`src/rtl/dca_consts.svh`:
```
`ifndef DCA_CONSTS_SVH
`define DCA_CONSTS_SVH
// Register byte offsets
`define DCA_A_CTRL3 8'h0C
`define DCA_A_PRIO_SET 8'h10
`define DCA_A_PRIO_CLR 8'h14
`define DCA_A_SW_REQ 8'h18
`define DCA_A_CH_EN 8'h1C
`define DCA_A_FLAGS 8'h20
`define DCA_A_BASE 8'h24
`define DCA_A_STATUS 8'h28
// Channel source control fields
`define DCA_F_SRCSEL 3:0
`define DCA_F_REQUEST_SIGNAL_SELECT 9:8
`define DCA_B_SREQ_EN 16
`define DCA_CTRL_MASK 32'h0001_030F
// Descriptor layout
`define DCA_D_SRC 32'h0000_0000
`define DCA_D_DST 32'h0000_0004
`define DCA_D_CTRL 32'h0000_0008
`define DCA_F_CYC 2:0
`define DCA_F_NM1 13:4
`define DCA_F_RPOW 17:14
`define DCA_CYC_INVALID 3'h0
`define DCA_CYC_BASIC 3'h1
`define DCA_CYC_AUTO 3'h2
`define DCA_CYC_PINGPONG 3'h3
`define DCA_CYC_MSG_PRI 3'h4
`define DCA_CYC_MSG_ALT 3'h5
`define DCA_CYC_PSG_PRI 3'h6
`define DCA_CYC_PSG_ALT 3'h7
// Arbitration interval
`define DCA_RPOW_MAX 4'h9
`define DCA_BURST_CAP 11'h400
`define DCA_XFER_STEP 32'h0000_0004
// AXI responses
`define DCA_RESP_OK 2'h0
`define DCA_RESP_ERR 2'h2
`endif

```
`src/rtl/dca_pkg.sv`:
```
package dca_pkg;
  typedef enum logic [2:0] {
    ST_ARB, ST_FETCH, ST_RD, ST_WR, ST_WB
  } dca_state_e;
  typedef enum logic [2:0] {
    MODE_INVALID, MODE_BASIC, MODE_AUTO, MODE_PINGPONG, MODE_MEM_SG,
    MODE_PER_SG
  } dca_mode_e;
endpackage : dca_pkg

```
`src/rtl/dca_regs.sv`:
```
`timescale 1ns/1ns
`include "dca_consts.svh"
module dca_regs (
  // Clock and reset
  input wire logic aclk,
  input wire logic aresetn,
  // AXI4-Lite slave
  input wire logic [7:0] awaddr,
  input wire logic awvalid,
  output logic awready,
  input wire logic [31:0] wdata,
  input wire logic [3:0] wstrb,
  input wire logic wvalid,
  output logic wready,
  output logic [1:0] bresp,
  output logic bvalid,
  input wire logic bready,
  input wire logic [7:0] araddr,
  input wire logic arvalid,
  output logic arready,
  output logic [31:0] rdata,
  output logic [1:0] rresp,
  output logic rvalid,
  input wire logic rready,
  // Core side
  output logic [3:0][31:0] ctrl_q,
  output logic [3:0] prio_q,
  output logic [3:0] en_q,
  output logic [31:0] base_q,
  output logic [3:0] trig_q,
  output logic [3:0] cwr_q,
  output logic [3:0] fclr_q,
  input wire logic [3:0] flags,
  input wire logic [31:0] status
);
  logic awh_q, awh_d, wh_q, wh_d, bv_d, rv_d, awr_d, wr_d, arr_d;
  logic [7:0] aw_q, aw_d;
  logic [31:0] w_q, w_d, rd_d, base_d;
  logic [3:0] ws_q, ws_d, prio_d, en_d, trig_d, cwr_d, fclr_d;
  logic [1:0] br_d, rr_d;
  logic [3:0][31:0] ctrl_d;

  function automatic logic [31:0] merge(input logic [31:0] o,
      input logic [31:0] n, input logic [3:0] s);
    logic [31:0] r;
    r = o;
    for (int i = 0; i < 4; i++) if (s[i]) r[i*8 +: 8] = n[i*8 +: 8];
    return r;
  endfunction : merge

  always_comb begin
    {awh_d, aw_d, wh_d, w_d, ws_d} = {awh_q, aw_q, wh_q, w_q, ws_q};
    {bv_d, br_d, rv_d, rd_d, rr_d} = {bvalid, bresp, rvalid, rdata, rresp};
    {ctrl_d, prio_d, en_d, base_d} = {ctrl_q, prio_q, en_q, base_q};
    {trig_d, cwr_d, fclr_d} = '0;
    if (awvalid && awready) begin
      awh_d = 1'b1;
      aw_d = awaddr;
    end
    if (wvalid && wready) begin
      wh_d = 1'b1;
      w_d = wdata;
      ws_d = wstrb;
    end
    if (bvalid && bready) bv_d = 1'b0;
    if (awh_q && wh_q && !bvalid) begin
      awh_d = 1'b0;
      wh_d = 1'b0;
      bv_d = 1'b1;
      br_d = `DCA_RESP_OK;
      if (aw_q <= `DCA_A_CTRL3 && aw_q[1:0] == 2'h0) begin
        ctrl_d[aw_q[3:2]] = merge(ctrl_q[aw_q[3:2]], w_q, ws_q) &
                            `DCA_CTRL_MASK;
        cwr_d[aw_q[3:2]] = 1'b1;
      end else begin
        case (aw_q)
          `DCA_A_PRIO_SET: prio_d = prio_q | w_q[3:0];
          `DCA_A_PRIO_CLR: prio_d = prio_q & ~w_q[3:0];
          `DCA_A_SW_REQ: trig_d = w_q[3:0];
          `DCA_A_CH_EN: en_d = w_q[3:0];
          `DCA_A_FLAGS: fclr_d = w_q[3:0];
          `DCA_A_BASE: base_d = merge(base_q, w_q, ws_q);
          `DCA_A_STATUS: br_d = `DCA_RESP_OK;
          default: br_d = `DCA_RESP_ERR;
        endcase
      end
    end
    if (rvalid && rready) rv_d = 1'b0;
    if (arvalid && arready) begin
      rv_d = 1'b1;
      rr_d = `DCA_RESP_OK;
      rd_d = '0;
      if (araddr <= `DCA_A_CTRL3 && araddr[1:0] == 2'h0) begin
        rd_d = ctrl_q[araddr[3:2]];
      end else begin
        case (araddr)
          `DCA_A_PRIO_SET, `DCA_A_PRIO_CLR: rd_d = {28'h0, prio_q};
          `DCA_A_SW_REQ: rd_d = '0;
          `DCA_A_CH_EN: rd_d = {28'h0, en_q};
          `DCA_A_FLAGS: rd_d = {28'h0, flags};
          `DCA_A_BASE: rd_d = base_q;
          `DCA_A_STATUS: rd_d = status;
          default: rr_d = `DCA_RESP_ERR;
        endcase
      end
    end
    awr_d = !awh_d && !bv_d;
    wr_d = !wh_d && !bv_d;
    arr_d = !rv_d;
  end

  always_ff @(posedge aclk) begin
    if (!aresetn) begin
      {awh_q, aw_q, wh_q, w_q, ws_q} <= '0;
      {bvalid, bresp, rvalid, rdata, rresp} <= '0;
      {awready, wready, arready} <= '0;
      {ctrl_q, prio_q, en_q, base_q} <= '0;
      {trig_q, cwr_q, fclr_q} <= '0;
    end else begin
      {awh_q, aw_q, wh_q, w_q, ws_q} <= {awh_d, aw_d, wh_d, w_d, ws_d};
      {bvalid, bresp, rvalid, rdata, rresp} <= {bv_d, br_d, rv_d, rd_d, rr_d};
      {awready, wready, arready} <= {awr_d, wr_d, arr_d};
      {ctrl_q, prio_q, en_q, base_q} <= {ctrl_d, prio_d, en_d, base_d};
      {trig_q, cwr_q, fclr_q} <= {trig_d, cwr_d, fclr_d};
    end
  end
endmodule : dca_regs

```
`src/rtl/dca_top.sv`:
```
`timescale 1ns/1ns
`include "dca_consts.svh"
// Summary of operation
// - Four channels, each mapped to any source
// - Software can trigger every channel
// - Fetch descriptor first, then do transfers
// - Source, destination, count come from descriptor
// - Control holds source and signal select
// - Burst request runs two-power-exponent transfers
// - Enabled single-only request runs one transfer
// - Every peripheral bursts; some also single
// - Exponent 0-9 power of two, else 1024
// - Full intervals first, leftover at end
// - Exponent read from descriptor control word
// - Arbitrate on channel number and level
// - High level first; lower number wins
// - Poll all channels after each interval
// - Decode invalid, basic, auto, ping-pong
// - Decode memory and peripheral scatter-gather
// - Cycle type read from descriptor word
// - Finished cycle written back as invalid
// - Completion pulse lasts one clock
module dca_top #(
  parameter int NREQ = 64
) (
  // Clock and reset
  input wire logic aclk,
  input wire logic aresetn,
  // AXI4-Lite register port
  input wire logic [7:0] s_axi_awaddr,
  input wire logic s_axi_awvalid,
  output logic s_axi_awready,
  input wire logic [31:0] s_axi_wdata,
  input wire logic [3:0] s_axi_wstrb,
  input wire logic s_axi_wvalid,
  output logic s_axi_wready,
  output logic [1:0] s_axi_bresp,
  output logic s_axi_bvalid,
  input wire logic s_axi_bready,
  input wire logic [7:0] s_axi_araddr,
  input wire logic s_axi_arvalid,
  output logic s_axi_arready,
  output logic [31:0] s_axi_rdata,
  output logic [1:0] s_axi_rresp,
  output logic s_axi_rvalid,
  input wire logic s_axi_rready,
  // Peripheral request lines
  input wire logic [NREQ-1:0] periph_burst_req,
  input wire logic [NREQ-1:0] periph_single_req,
  // System memory master
  output logic mem_req,
  output logic mem_we,
  output logic [31:0] mem_addr,
  output logic [31:0] mem_wdata,
  input wire logic mem_ack,
  input wire logic [31:0] mem_rdata,
  // Completion
  output logic [3:0] chan_done
);
  logic [3:0][31:0] ctrl;
  logic [3:0] prio, en, trig, cwr, fclr;
  logic [31:0] base;
  logic [NREQ-1:0] bm_q, bs_q, sm_q, ss_q;
  logic [3:0] want, bw, flag_q, flag_d, swp_q, swp_d;
  logic [3:0] loaded_q, loaded_d, dead_q, dead_d, auto_q, auto_d, done_d;
  logic [31:0] src_q [4], src_d [4], dst_q [4], dst_d [4];
  logic [31:0] cw_q [4], cw_d [4];
  logic [10:0] left_q [4], left_d [4], bcnt_q, bcnt_d, nleft;
  logic [3:0] rpow_q [4], rpow_d [4];
  logic [1:0] cur_q, cur_d, widx_q, widx_d;
  logic [31:0] data_q, data_d, maddr_d, mwdata_d;
  logic mreq_d, mwe_d, bmode_q, bmode_d;
  logic [2:0] g;
  logic [31:0] woff;
  dca_pkg::dca_state_e st_q, st_d;
  dca_pkg::dca_mode_e mode;

  dca_regs u_regs (
    .aclk(aclk), .aresetn(aresetn),
    .awaddr(s_axi_awaddr), .awvalid(s_axi_awvalid),
    .awready(s_axi_awready), .wdata(s_axi_wdata), .wstrb(s_axi_wstrb),
    .wvalid(s_axi_wvalid), .wready(s_axi_wready), .bresp(s_axi_bresp),
    .bvalid(s_axi_bvalid), .bready(s_axi_bready), .araddr(s_axi_araddr),
    .arvalid(s_axi_arvalid), .arready(s_axi_arready),
    .rdata(s_axi_rdata), .rresp(s_axi_rresp), .rvalid(s_axi_rvalid),
    .rready(s_axi_rready), .ctrl_q(ctrl), .prio_q(prio), .en_q(en),
    .base_q(base), .trig_q(trig), .cwr_q(cwr), .fclr_q(fclr),
    .flags(flag_q),
    .status({16'h0, dead_q, loaded_q, 5'h0, st_q != dca_pkg::ST_ARB,
             cur_q})
  );

  function automatic logic [10:0] pw(input logic [3:0] r);
    return (r > `DCA_RPOW_MAX) ? `DCA_BURST_CAP : 11'(11'h1 << r);
  endfunction : pw

  function automatic logic [10:0] lmin(input logic [10:0] a,
      input logic [10:0] b);
    return (a < b) ? a : b;
  endfunction : lmin

  function automatic logic [31:0] daddr(input logic [31:0] b,
      input logic [1:0] c, input logic [31:0] off);
    return b + {26'h0, c, 4'h0} + off;
  endfunction : daddr

  function automatic dca_pkg::dca_mode_e decode(input logic [2:0] c);
    case (c)
      `DCA_CYC_BASIC: return dca_pkg::MODE_BASIC;
      `DCA_CYC_AUTO: return dca_pkg::MODE_AUTO;
      `DCA_CYC_PINGPONG: return dca_pkg::MODE_PINGPONG;
      `DCA_CYC_MSG_PRI, `DCA_CYC_MSG_ALT: return dca_pkg::MODE_MEM_SG;
      `DCA_CYC_PSG_PRI, `DCA_CYC_PSG_ALT: return dca_pkg::MODE_PER_SG;
      default: return dca_pkg::MODE_INVALID;
    endcase
  endfunction : decode

  // Two-stage synchronisers on every request pin
  always_ff @(posedge aclk) begin
    if (!aresetn) begin
      {bm_q, bs_q, sm_q, ss_q} <= '0;
    end else begin
      bm_q <= periph_burst_req;
      bs_q <= bm_q;
      sm_q <= periph_single_req;
      ss_q <= sm_q;
    end
  end

  always_comb begin
    logic [3:0] m;
    logic [5:0] ix;
    m = 4'h0;
    ix = 6'h0;
    for (int c = 0; c < 4; c++) begin
      ix = {ctrl[c][`DCA_F_SRCSEL], ctrl[c][`DCA_F_REQUEST_SIGNAL_SELECT]};
      bw[c] = bs_q[ix] | swp_q[c] | auto_q[c];
      want[c] = en[c] & !dead_q[c] & (bw[c] |
                (ss_q[ix] & ctrl[c][`DCA_B_SREQ_EN]));
    end
    // High level masks default level; lowest index wins inside a level
    m = ((want & prio) != 4'h0) ? (want & prio) : want;
    g = 3'h0;
    for (int i = 3; i >= 0; i--) if (m[i]) g = {1'b1, 2'(i)};
  end

  always_comb begin
    st_d = st_q;
    cur_d = cur_q;
    bcnt_d = bcnt_q;
    bmode_d = bmode_q;
    widx_d = widx_q;
    data_d = data_q;
    mreq_d = mem_req & !mem_ack;
    mwe_d = mem_we;
    maddr_d = mem_addr;
    mwdata_d = mem_wdata;
    done_d = '0;
    src_d = src_q;
    dst_d = dst_q;
    cw_d = cw_q;
    left_d = left_q;
    rpow_d = rpow_q;
    loaded_d = loaded_q;
    auto_d = auto_q;
    swp_d = swp_q;
    dead_d = dead_q & ~cwr;
    mode = decode(mem_rdata[`DCA_F_CYC]);
    nleft = left_q[cur_q] - 11'h1;
    woff = {28'h0, widx_q, 2'h0};
    case (st_q)
      dca_pkg::ST_ARB: begin
        if (g[2]) begin
          cur_d = g[1:0];
          bmode_d = bw[g[1:0]];
          swp_d[g[1:0]] = 1'b0;
          if (!loaded_q[g[1:0]]) begin
            st_d = dca_pkg::ST_FETCH;
            widx_d = 2'h0;
          end else begin
            bcnt_d = bw[g[1:0]] ? lmin(pw(rpow_q[g[1:0]]),
                     left_q[g[1:0]]) : 11'h1;
            st_d = dca_pkg::ST_RD;
          end
        end
      end
      dca_pkg::ST_FETCH: begin
        if (!mem_req) begin
          mreq_d = 1'b1;
          mwe_d = 1'b0;
          maddr_d = daddr(base, cur_q, {28'h0, widx_q, 2'h0});
        end
        if (mem_ack) begin
          widx_d = widx_q + 2'h1;
          if (woff == `DCA_D_SRC) src_d[cur_q] = mem_rdata;
          if (woff == `DCA_D_DST) dst_d[cur_q] = mem_rdata;
          if (woff == `DCA_D_CTRL) begin
            st_d = dca_pkg::ST_ARB;
            if (mode == dca_pkg::MODE_INVALID) begin
              dead_d[cur_q] = 1'b1;
            end else begin
              cw_d[cur_q] = mem_rdata;
              rpow_d[cur_q] = mem_rdata[`DCA_F_RPOW];
              left_d[cur_q] = {1'b0, mem_rdata[`DCA_F_NM1]} + 11'h1;
              loaded_d[cur_q] = 1'b1;
              // One request carries the whole cycle in these modes
              auto_d[cur_q] = mode == dca_pkg::MODE_AUTO ||
                              mode == dca_pkg::MODE_MEM_SG;
              bcnt_d = bmode_q ? lmin(pw(mem_rdata[`DCA_F_RPOW]),
                       {1'b0, mem_rdata[`DCA_F_NM1]} + 11'h1) : 11'h1;
              st_d = dca_pkg::ST_RD;
            end
          end
        end
      end
      dca_pkg::ST_RD: begin
        if (!mem_req) begin
          mreq_d = 1'b1;
          mwe_d = 1'b0;
          maddr_d = src_q[cur_q];
        end
        if (mem_ack) begin
          data_d = mem_rdata;
          st_d = dca_pkg::ST_WR;
        end
      end
      dca_pkg::ST_WR: begin
        if (!mem_req) begin
          mreq_d = 1'b1;
          mwe_d = 1'b1;
          maddr_d = dst_q[cur_q];
          mwdata_d = data_q;
        end
        if (mem_ack) begin
          src_d[cur_q] = src_q[cur_q] + `DCA_XFER_STEP;
          dst_d[cur_q] = dst_q[cur_q] + `DCA_XFER_STEP;
          left_d[cur_q] = nleft;
          bcnt_d = bcnt_q - 11'h1;
          if (nleft == 11'h0) st_d = dca_pkg::ST_WB;
          else if (bcnt_q == 11'h1) st_d = dca_pkg::ST_ARB;
          else st_d = dca_pkg::ST_RD;
        end
      end
      dca_pkg::ST_WB: begin
        if (!mem_req) begin
          mreq_d = 1'b1;
          mwe_d = 1'b1;
          maddr_d = daddr(base, cur_q, `DCA_D_CTRL);
          mwdata_d = {cw_q[cur_q][31:3], `DCA_CYC_INVALID};
        end
        if (mem_ack) begin
          done_d[cur_q] = 1'b1;
          loaded_d[cur_q] = 1'b0;
          auto_d[cur_q] = 1'b0;
          st_d = dca_pkg::ST_ARB;
        end
      end
      default: st_d = dca_pkg::ST_ARB;
    endcase
    swp_d = swp_d | trig;
    flag_d = (flag_q & ~fclr) | done_d;
  end

  always_ff @(posedge aclk) begin
    if (!aresetn) begin
      st_q <= dca_pkg::ST_ARB;
      {cur_q, bcnt_q, bmode_q, widx_q, data_q} <= '0;
      {mem_req, mem_we, mem_addr, mem_wdata, chan_done} <= '0;
      {loaded_q, auto_q, swp_q, dead_q, flag_q} <= '0;
      for (int c = 0; c < 4; c++) begin
        {src_q[c], dst_q[c], cw_q[c], left_q[c], rpow_q[c]} <= '0;
      end
    end else begin
      st_q <= st_d;
      {cur_q, bcnt_q, bmode_q, widx_q, data_q} <=
        {cur_d, bcnt_d, bmode_d, widx_d, data_d};
      {mem_req, mem_we, mem_addr, mem_wdata, chan_done} <=
        {mreq_d, mwe_d, maddr_d, mwdata_d, done_d};
      {loaded_q, auto_q, swp_q, dead_q, flag_q} <=
        {loaded_d, auto_d, swp_d, dead_d, flag_d};
      src_q <= src_d;
      dst_q <= dst_d;
      cw_q <= cw_d;
      left_q <= left_d;
      rpow_q <= rpow_d;
    end
  end
endmodule : dca_top

```
`config.mk`:
```
export PLATFORM = sky130hd
export DESIGN_NAME = dca_top
export DESIGN_NICKNAME = d
export VERILOG_FILES = /design/src/rtl/dca_pkg.sv /design/src/rtl/dca_regs.sv /design/src/rtl/dca_top.sv
export VERILOG_INCLUDE_DIRS = /design/src /design/src/rtl
export SDC_FILE = /design/constraint.sdc
export NUM_CORES = 2
export LEC_CHECK = 0
export BUFFER_PORTS_ARGS = -buffer_cell sky130_fd_sc_hd__buf_4
export CORE_ASPECT_RATIO = 2
export CORE_MARGIN = 4
export CORE_UTILIZATION = 50
export DETAILED_ROUTE_END_ITERATION = 7
export PLACE_DENSITY = 0.66
export SYNTH_ARGS = -nofsm -noshare
export SYNTH_HDL_FRONTEND = slang
export SYNTH_SLANG_ARGS = --single-unit
```
`constraint.sdc`:
```
create_clock -name aclk -period 14.6 [get_ports aclk]
set_input_delay 4.38 -clock aclk [delete_from_list [all_inputs] [get_ports aclk]]
set_output_delay 4.38 -clock aclk [all_outputs]
set_load 0.005 [all_outputs]
```
* After elaboration in Yosys (flattened, before gate mapping)
Index checks and enable logic that the tools add are counted.
** Storage, ports and cells
- Register bits :: 1108
- Input bits :: 220
** Operators by class
- Add/subtract/negate cells :: 9
- Magnitude comparators :: 20
- Equal/unequal tests :: 47
- Shift-type cells :: 2
- Mux-type cells :: 168
- Bitwise operators :: 50
- Reduce and logical (&&, ||, !) cells :: 73
** Operator list (number)
- bitwise mux 128 bit :: 6
- two-way mux 128 bit :: 6
- two-way mux 32 bit :: 16
- case mux 128 bit (2 select lines) :: 2
- binary-select mux 32 bit (select 2 bit) :: 5
- two-way mux 11 bit :: 17
- two-way mux 44 bit :: 4
- case mux 32 bit (5 select lines) :: 1
- demux 32 bit (select 2 bit) :: 2
- case mux 32 bit (4 select lines) :: 1
- two-way mux 4 bit :: 23
- bitwise mux 44 bit :: 2
- case mux 44 bit (2 select lines) :: 1
- adder 32 x 3 -> 32 bit, second input constant :: 2
- equality test 8 x 5 -> 1 bit, second input constant :: 8
- case mux 32 bit (2 select lines) :: 1
- binary-select mux 1 bit (select 6 bit) :: 8
- equality test 8 x 6 -> 1 bit, second input constant :: 6
- binary-select mux 11 bit (select 2 bit) :: 2
- != test 2 bit, second input constant :: 17
- two-way mux 3 bit :: 11
- case mux 11 bit (3 select lines) :: 1
- adder 32 x 4 -> 32 bit :: 1
- adder 32 x 4 -> 32 bit, second input constant :: 1
- other kinds (58) :: 225

* Depth between registers and ports, before layout
- Depth in word-level cells :: 25
- Mapped depth :: 30
- Gate-level depth less buffers :: 26

* Cells and area by module
Synthesis repeated with hierarchy kept, for this count alone.
** Unflattened totals
- Cells, all modules :: 5334
- Area, all modules :: 47664.5 um^2
** By module, submodules not included
- dca_top :: times used 1, cells an instance 4511, area each 40263.6 um^2
- dca_regs :: times used 1, cells an instance 823, area each 7400.8 um^2

* Least setup slack after synthesis
Ideal clock, no wire load.
- Path kind :: input to register
- From :: input mem_rdata[16]
- To :: register bcnt_q[3] (netlist name)
- Setup time :: 0.058 ns
- Arrival :: 7.277 ns
- Setup slack :: 7.266 ns
- Cell stages on the path :: 17
- Path buffers :: 2
- Path through :: clkbuf_1 > nor3_1 > ha_1 > o21a_1 > o21a_1 > o21a_1 > o21a_1 > o21a_1 > o21a_1 > o21a_1 > o2111ai_1 > nand2_1 > clkbuf_1 > mux2i_1 > o211a_1 > a21oi_1 > o21a_1
** On the way
- Cells in the longest elaborated chain, start to end :: 9
** Ends and longest elaborated chain
- start: declaration :: line dca_top.sv:56 : input wire logic [31:0] mem_rdata,
- greater-than comparator 4 bit (no line) / << shifter 1 x 4 -> 11 bit (equally long branches)
- two-way mux 11 bit (*) :: line dca_top.sv:94 : return (r > `DCA_RPOW_MAX) ? `DCA_BURST_CAP : 11'(11'h1 << r);
- less-than comparator 11 bit :: line dca_top.sv:99 : return (a < b) ? a : b;
- two-way mux 11 bit (*) :: line dca_top.sv:99
- two-way mux 11 bit (*) :: line dca_top.sv:209 : bcnt_d = bmode_q ? lmin(pw(mem_rdata[`DCA_F_RPOW]),
- two-way mux 11 bit (*) :: line dca_top.sv:199 : if (mode == dca_pkg::MODE_INVALID) begin
- two-way mux 11 bit (*) :: line dca_top.sv:197 : if (woff == `DCA_D_CTRL) begin
- two-way mux 11 bit (*) :: line dca_top.sv:193 : if (mem_ack) begin
- case mux 11 bit (3 select lines) (*) :: line dca_top.sv:171 : case (st_q)
- end signal: assignment :: line dca_top.sv:275 : {cur_q, bcnt_q, bmode_q, widx_q, data_q} <=
- end: declaration :: line dca_top.sv:68 : logic [10:0] left_q [4], left_d [4], bcnt_q, bcnt_d, nleft;
Mark *: on every way between the ends. The rest lies on a longest branch, timed or not. The select of a mux whose other input is x is not followed.
A chain may end at the register's enable or synchronous reset.

* Final worst setup path
- From :: register u_regs.ctrl_q[72] (netlist name)
- To :: register bcnt_q[6] (netlist name)
** On the way
- Cells in the longest elaborated chain, start to end :: 25
** Ends and longest elaborated chain
- start: declaration :: line dca_regs.sv:26 : output logic [3:0][31:0] ctrl_q,
- start signal: assignment :: line dca_regs.sv:123 : {ctrl_q, prio_q, en_q, base_q} <= {ctrl_d, prio_d, en_d, base_d};
- binary-select mux 1 bit (select 6 bit) :: line dca_top.sv:137 : bw[c] = bs_q[ix] | swp_q[c] | auto_q[c];
- two-way mux 1 bit (not written as such) :: line dca_top.sv:137
- OR 1 bit (2 in series) :: line dca_top.sv:137
- OR 1 bit :: line dca_top.sv:138 : want[c] = en[c] & !dead_q[c] & (bw[c] |
- AND 1 bit :: line dca_top.sv:138
- AND 4 bit :: line dca_top.sv:142 : m = ((want & prio) != 4'h0) ? (want & prio) : want;
- nonzero test 4 bit :: line dca_top.sv:142
- two-way mux 4 bit :: line dca_top.sv:142
- [8 not listed]
- greater-than comparator 4 bit (no line) / << shifter 1 x 4 -> 11 bit (equally long branches)
- two-way mux 11 bit :: line dca_top.sv:94
- less-than comparator 11 bit :: line dca_top.sv:99
- two-way mux 11 bit :: line dca_top.sv:99
- two-way mux 11 bit :: line dca_top.sv:181 : bcnt_d = bw[g[1:0]] ? lmin(pw(rpow_q[g[1:0]]),
- two-way mux 11 bit :: line dca_top.sv:177 : if (!loaded_q[g[1:0]]) begin
- two-way mux 11 bit :: line dca_top.sv:173 : if (g[2]) begin
- case mux 11 bit (3 select lines) :: line dca_top.sv:171
Parallel ways exist; a longest one is shown, timed or not. The select of a mux whose other input is x is not followed.

==> flow_metrics.env <==
export IMPL_hold_buffers=0
export IMPL_regToRegEndpoint="bcnt_q[6]$_SDFFE_PN0P_"
export IMPL_row_count=158
export IMPL_synthArstFlopShare=0
export IMPL_grt_use_total=0.308
export IMPL_detail_route_antenna_nets=0
export IMPL_drv_slew=0
export IMPL_synth_flop_cell="dfxtp_1"
export IMPL_cp_end_kind="flip-flop"
export IMPL_final_cell_mix="dfxtp_1 (971), nand2_1 (848), nor2_1 (514)"
export IMPL_status="completed"
export IMPL_totalWireLength_um=157000
export IMPL_portBuffers=328
export IMPL_finalHoldViolCount=0
export IMPL_cpMaxStageDelayCell="buf_4"
export IMPL_tightest_slew_ns=1.14
export IMPL_p_seq_frac=0.512
export IMPL_post_route_util=0.566
export IMPL_regArea_mm2=0.0196
export IMPL_peakVddDrop_mv=0.0927
export IMPL_power_switching_mw=1.24
export IMPL_design_core_area_mm2=0.0929
export IMPL_dieHeight_um=441
export IMPL_power_mw=5.35
export IMPL_critPathRequiredTime_ns=15.23
export IMPL_path_common_cell="a21o_1"
export IMPL_fin_crit_ns=8.06
export IMPL_htreeDepth=3
export IMPL_numCtsBuffers=85
export IMPL_fill_cells=8510
export IMPL_place_gp_congestion=1.01
export IMPL_cts_buffer_depth=3
export IMPL_skew_ns=0.0286
export IMPL_syn_to_final_growth_pct=12.3
export IMPL_cp_top_family="compound AO/OA/AOI/OAI gates"
export IMPL_drive_gt1_frac=0.153
export IMPL_synth_top_cell_area_share=0.418
export IMPL_path_depth=26
export IMPL_cts_tree="yes"
export IMPL_fin_crit_sh=0.552
export IMPL_synth_edff_count=0
export IMPL_via_per_inst=6.13
export IMPL_crit_type="reg2reg"
export IMPL_yosysSeqAreaShare=0.418
export IMPL_p_int_mw=4.11
export IMPL_startpoint="u_regs.ctrl_q[72]$_SDFFE_PN0P_"
export IMPL_cts_root_buf="clkbuf_16"
export IMPL_endpoint="bcnt_q[6]$_SDFFE_PN0P_"
export IMPL_antenna_found_initial=0
export IMPL_rr_worst_depth=26
export IMPL_max_freq_mhz=124
export IMPL_slowest_delay_ns=0.60
export IMPL_avgSynthCellArea_um2=8.83
export IMPL_die_w_um=224
export IMPL_start_util=0.504
export IMPL_switching_share=0.232
export IMPL_drc=0
export IMPL_leakage_nw=17.9
export IMPL_vias=40700
export IMPL_setup_violations=0
export IMPL_cp_start_kind="flip-flop"
export IMPL_combPwrFrac=0.044
export IMPL_yosys_cell_types_count=92
export IMPL_grt_pass1_wl_um=238000
export IMPL_post_cts_buffers=0
export IMPL_grt_max_degree=131
export IMPL_multi_input_area_mm2=0.0255
export IMPL_routedWlPerCell_um=23.7
export IMPL_cp_max_fo=42
export IMPL_rr_startpoint="u_regs.ctrl_q[72]$_SDFFE_PN0P_"
export IMPL_yosys_area_top_type="dfxtp_1"
export IMPL_ys_top_cells_by_area="dfxtp_1 (42%), mux4_2 (10%), nand2_1 (6.8%)"
export IMPL_layout_cells_most_common="dfxtp_1"
export IMPL_drt_initial_drc_count=3693
export IMPL_maxSlewHeadroom=0.236
export IMPL_io_pins=331
export IMPL_ctsResizeCount=0
export IMPL_hpwlAfterDp_um=111000
export IMPL_drv_cap=0
export IMPL_cts_sinks=978
export IMPL_yosysWarnings=0
export IMPL_ys_ff_latch=978
export IMPL_crit_buf_inv=1
export IMPL_overflow=0
export IMPL_rrSetupSlack_ns=6.54
export IMPL_power_density_mw_per_mm2=102
export IMPL_clkPwrFrac=0.444
export IMPL_dr_pass1_iters=6
export IMPL_hold_path_class="reg2reg"
export IMPL_crit_arrival_ns=8.69
export IMPL_die_area_mm2=0.0989
export IMPL_clkTransAtPathRegs_ns=0.07
export IMPL_synthCells=5306
export IMPL_nets=5625
export IMPL_synth_area_mm2=0.0468
export IMPL_grt_pass1_vias=40200
export IMPL_finalSetupTns_ns=0
export IMPL_rsz0062_at_grt="false"
export IMPL_clk_latency_ns=0.71
==> layer usage <==
layer / global-route usage / wire (µm) / vias to the layer above
met2: 0.544 / 79100 / 1722
met5: 0 / 0 / -
met1: 0.330 / 54700 / 19500
li1: - / - / 18900
met3: 0.0461 / 9420 / 545
met4: 0.233 / 13900 / 0
==> power groups by stage <==
stage | Clock (mW) | Combinational [mW] | Sequential, mW
detailed placement | 0 | 0.236 | 2.80
finish | 2.37 | 0.238 | 2.74
CTS | 2.41 | 0.237 | 2.74
floorplan | 0 | 0.131 | 2.78
global placement | 0 | 0.235 | 2.79
global route | 2.51 | 0.256 | 2.74
==> final cells by class <==
type / count / area share
Antenna cell: 1 / 0.0000476
Clock buffer: 113 / 0.0460
Clock inverter: 41 / 0.00847
Inverter: 59 / 0.00435
Multi-Input combinational cell: 3860 / 0.485
Sequential cell: 978 / 0.372
Tap cell: 1200 / 0.0285
Timing Repair Buffer: 384 / 0.0549
==> cells by family after synthesis <==
group,Yosys count,synth area share
buffers and inverters,469,0.0408
DFF,978,0.418
adders and majority gates,37,0.0102
other,1,0.0000801
and+or+nand+nor,2006,0.192
xor gates and xnor gates,156,0.0292
muxes,372,0.136
AOI/OAI and AO/OA,1287,0.173
==> synth_stat cells, types with 73 or more instances <==
library cell	count
dfxtp_1	978
nand2_1	853
nor2_1	528
a21oi_1	416
clkbuf_1	338
o21ai_0	304
and2_1	286
o211ai_1	241
mux4_2	210
mux2i_1	133
nand3_1	91
xor2_1	83
xnor2_1	73
==> worst min path at each step <==
stage	to	slack, ns	start	depth (start not counted)
floorplan	flag_q[3]$_SDFF_PN0_	0.39	u_regs.fclr_q[3]$_SDFF_PP0_	1
global placement	flag_q[3]$_SDFF_PN0_	0.40	u_regs.fclr_q[3]$_SDFF_PP0_	1
detailed placement	flag_q[3]$_SDFF_PN0_	0.41	u_regs.fclr_q[3]$_SDFF_PP0_	1
CTS	flag_q[3]$_SDFF_PN0_	0.42	u_regs.fclr_q[3]$_SDFF_PP0_	1
global route	flag_q[3]$_SDFF_PN0_	0.42	u_regs.fclr_q[3]$_SDFF_PP0_	1
finish	flag_q[3]$_SDFF_PN0_	0.42	u_regs.fclr_q[3]$_SDFF_PP0_	1
==> per-stage QoR <==
stage          setup WS, ns  cells  hold slack (ns)  instance area (µm²)
3_5_place_dp           6.69   6481            0.409                49700
5_1_grt                6.01   6635            0.422                52600
3_3_place_gp           6.70   6481            0.397                49700
6_report               6.54   6636            0.421                52600
2_1_floorplan          7.27   5307            0.388                46800
4_1_cts                6.80   6635            0.418                52600
==> worst reg2reg max path: stages (launching register included) <==
cell and delay, ns:
dfxtp_2 0.32, buf_4 0.60, mux4_2 0.60, mux2i_1 0.48, a221oi_1 0.39, a2111o_1 0.59, o21ai_1 0.47, a32oi_1 0.33
a2111oi_0 0.35, a221o_1 0.25, or2_1 0.30, nor2_1 0.12, ha_1 0.32, a21o_1 0.18, a21o_1 0.17, a21o_1 0.16
a21oi_1 0.13, nor2b_1 0.06, o21ai_0 0.15, nand2b_1 0.10, a21oi_1 0.26, nand2_1 0.10, o21ai_0 0.36, o31ai_4 0.18
nor4_1 0.57, nor2b_1 0.25, o32a_1 0.19
==> registers in the layout, indices dropped and copies added, names as in the netlist, 44 cells and up, named ones only <==
signal	count
bm_q	64
bs_q	64
cw_q	116
dst_q	128
left_q	44
sm_q	64
src_q	128
ss_q	64
No activity file was read; power rests on OpenSTA's default activity.
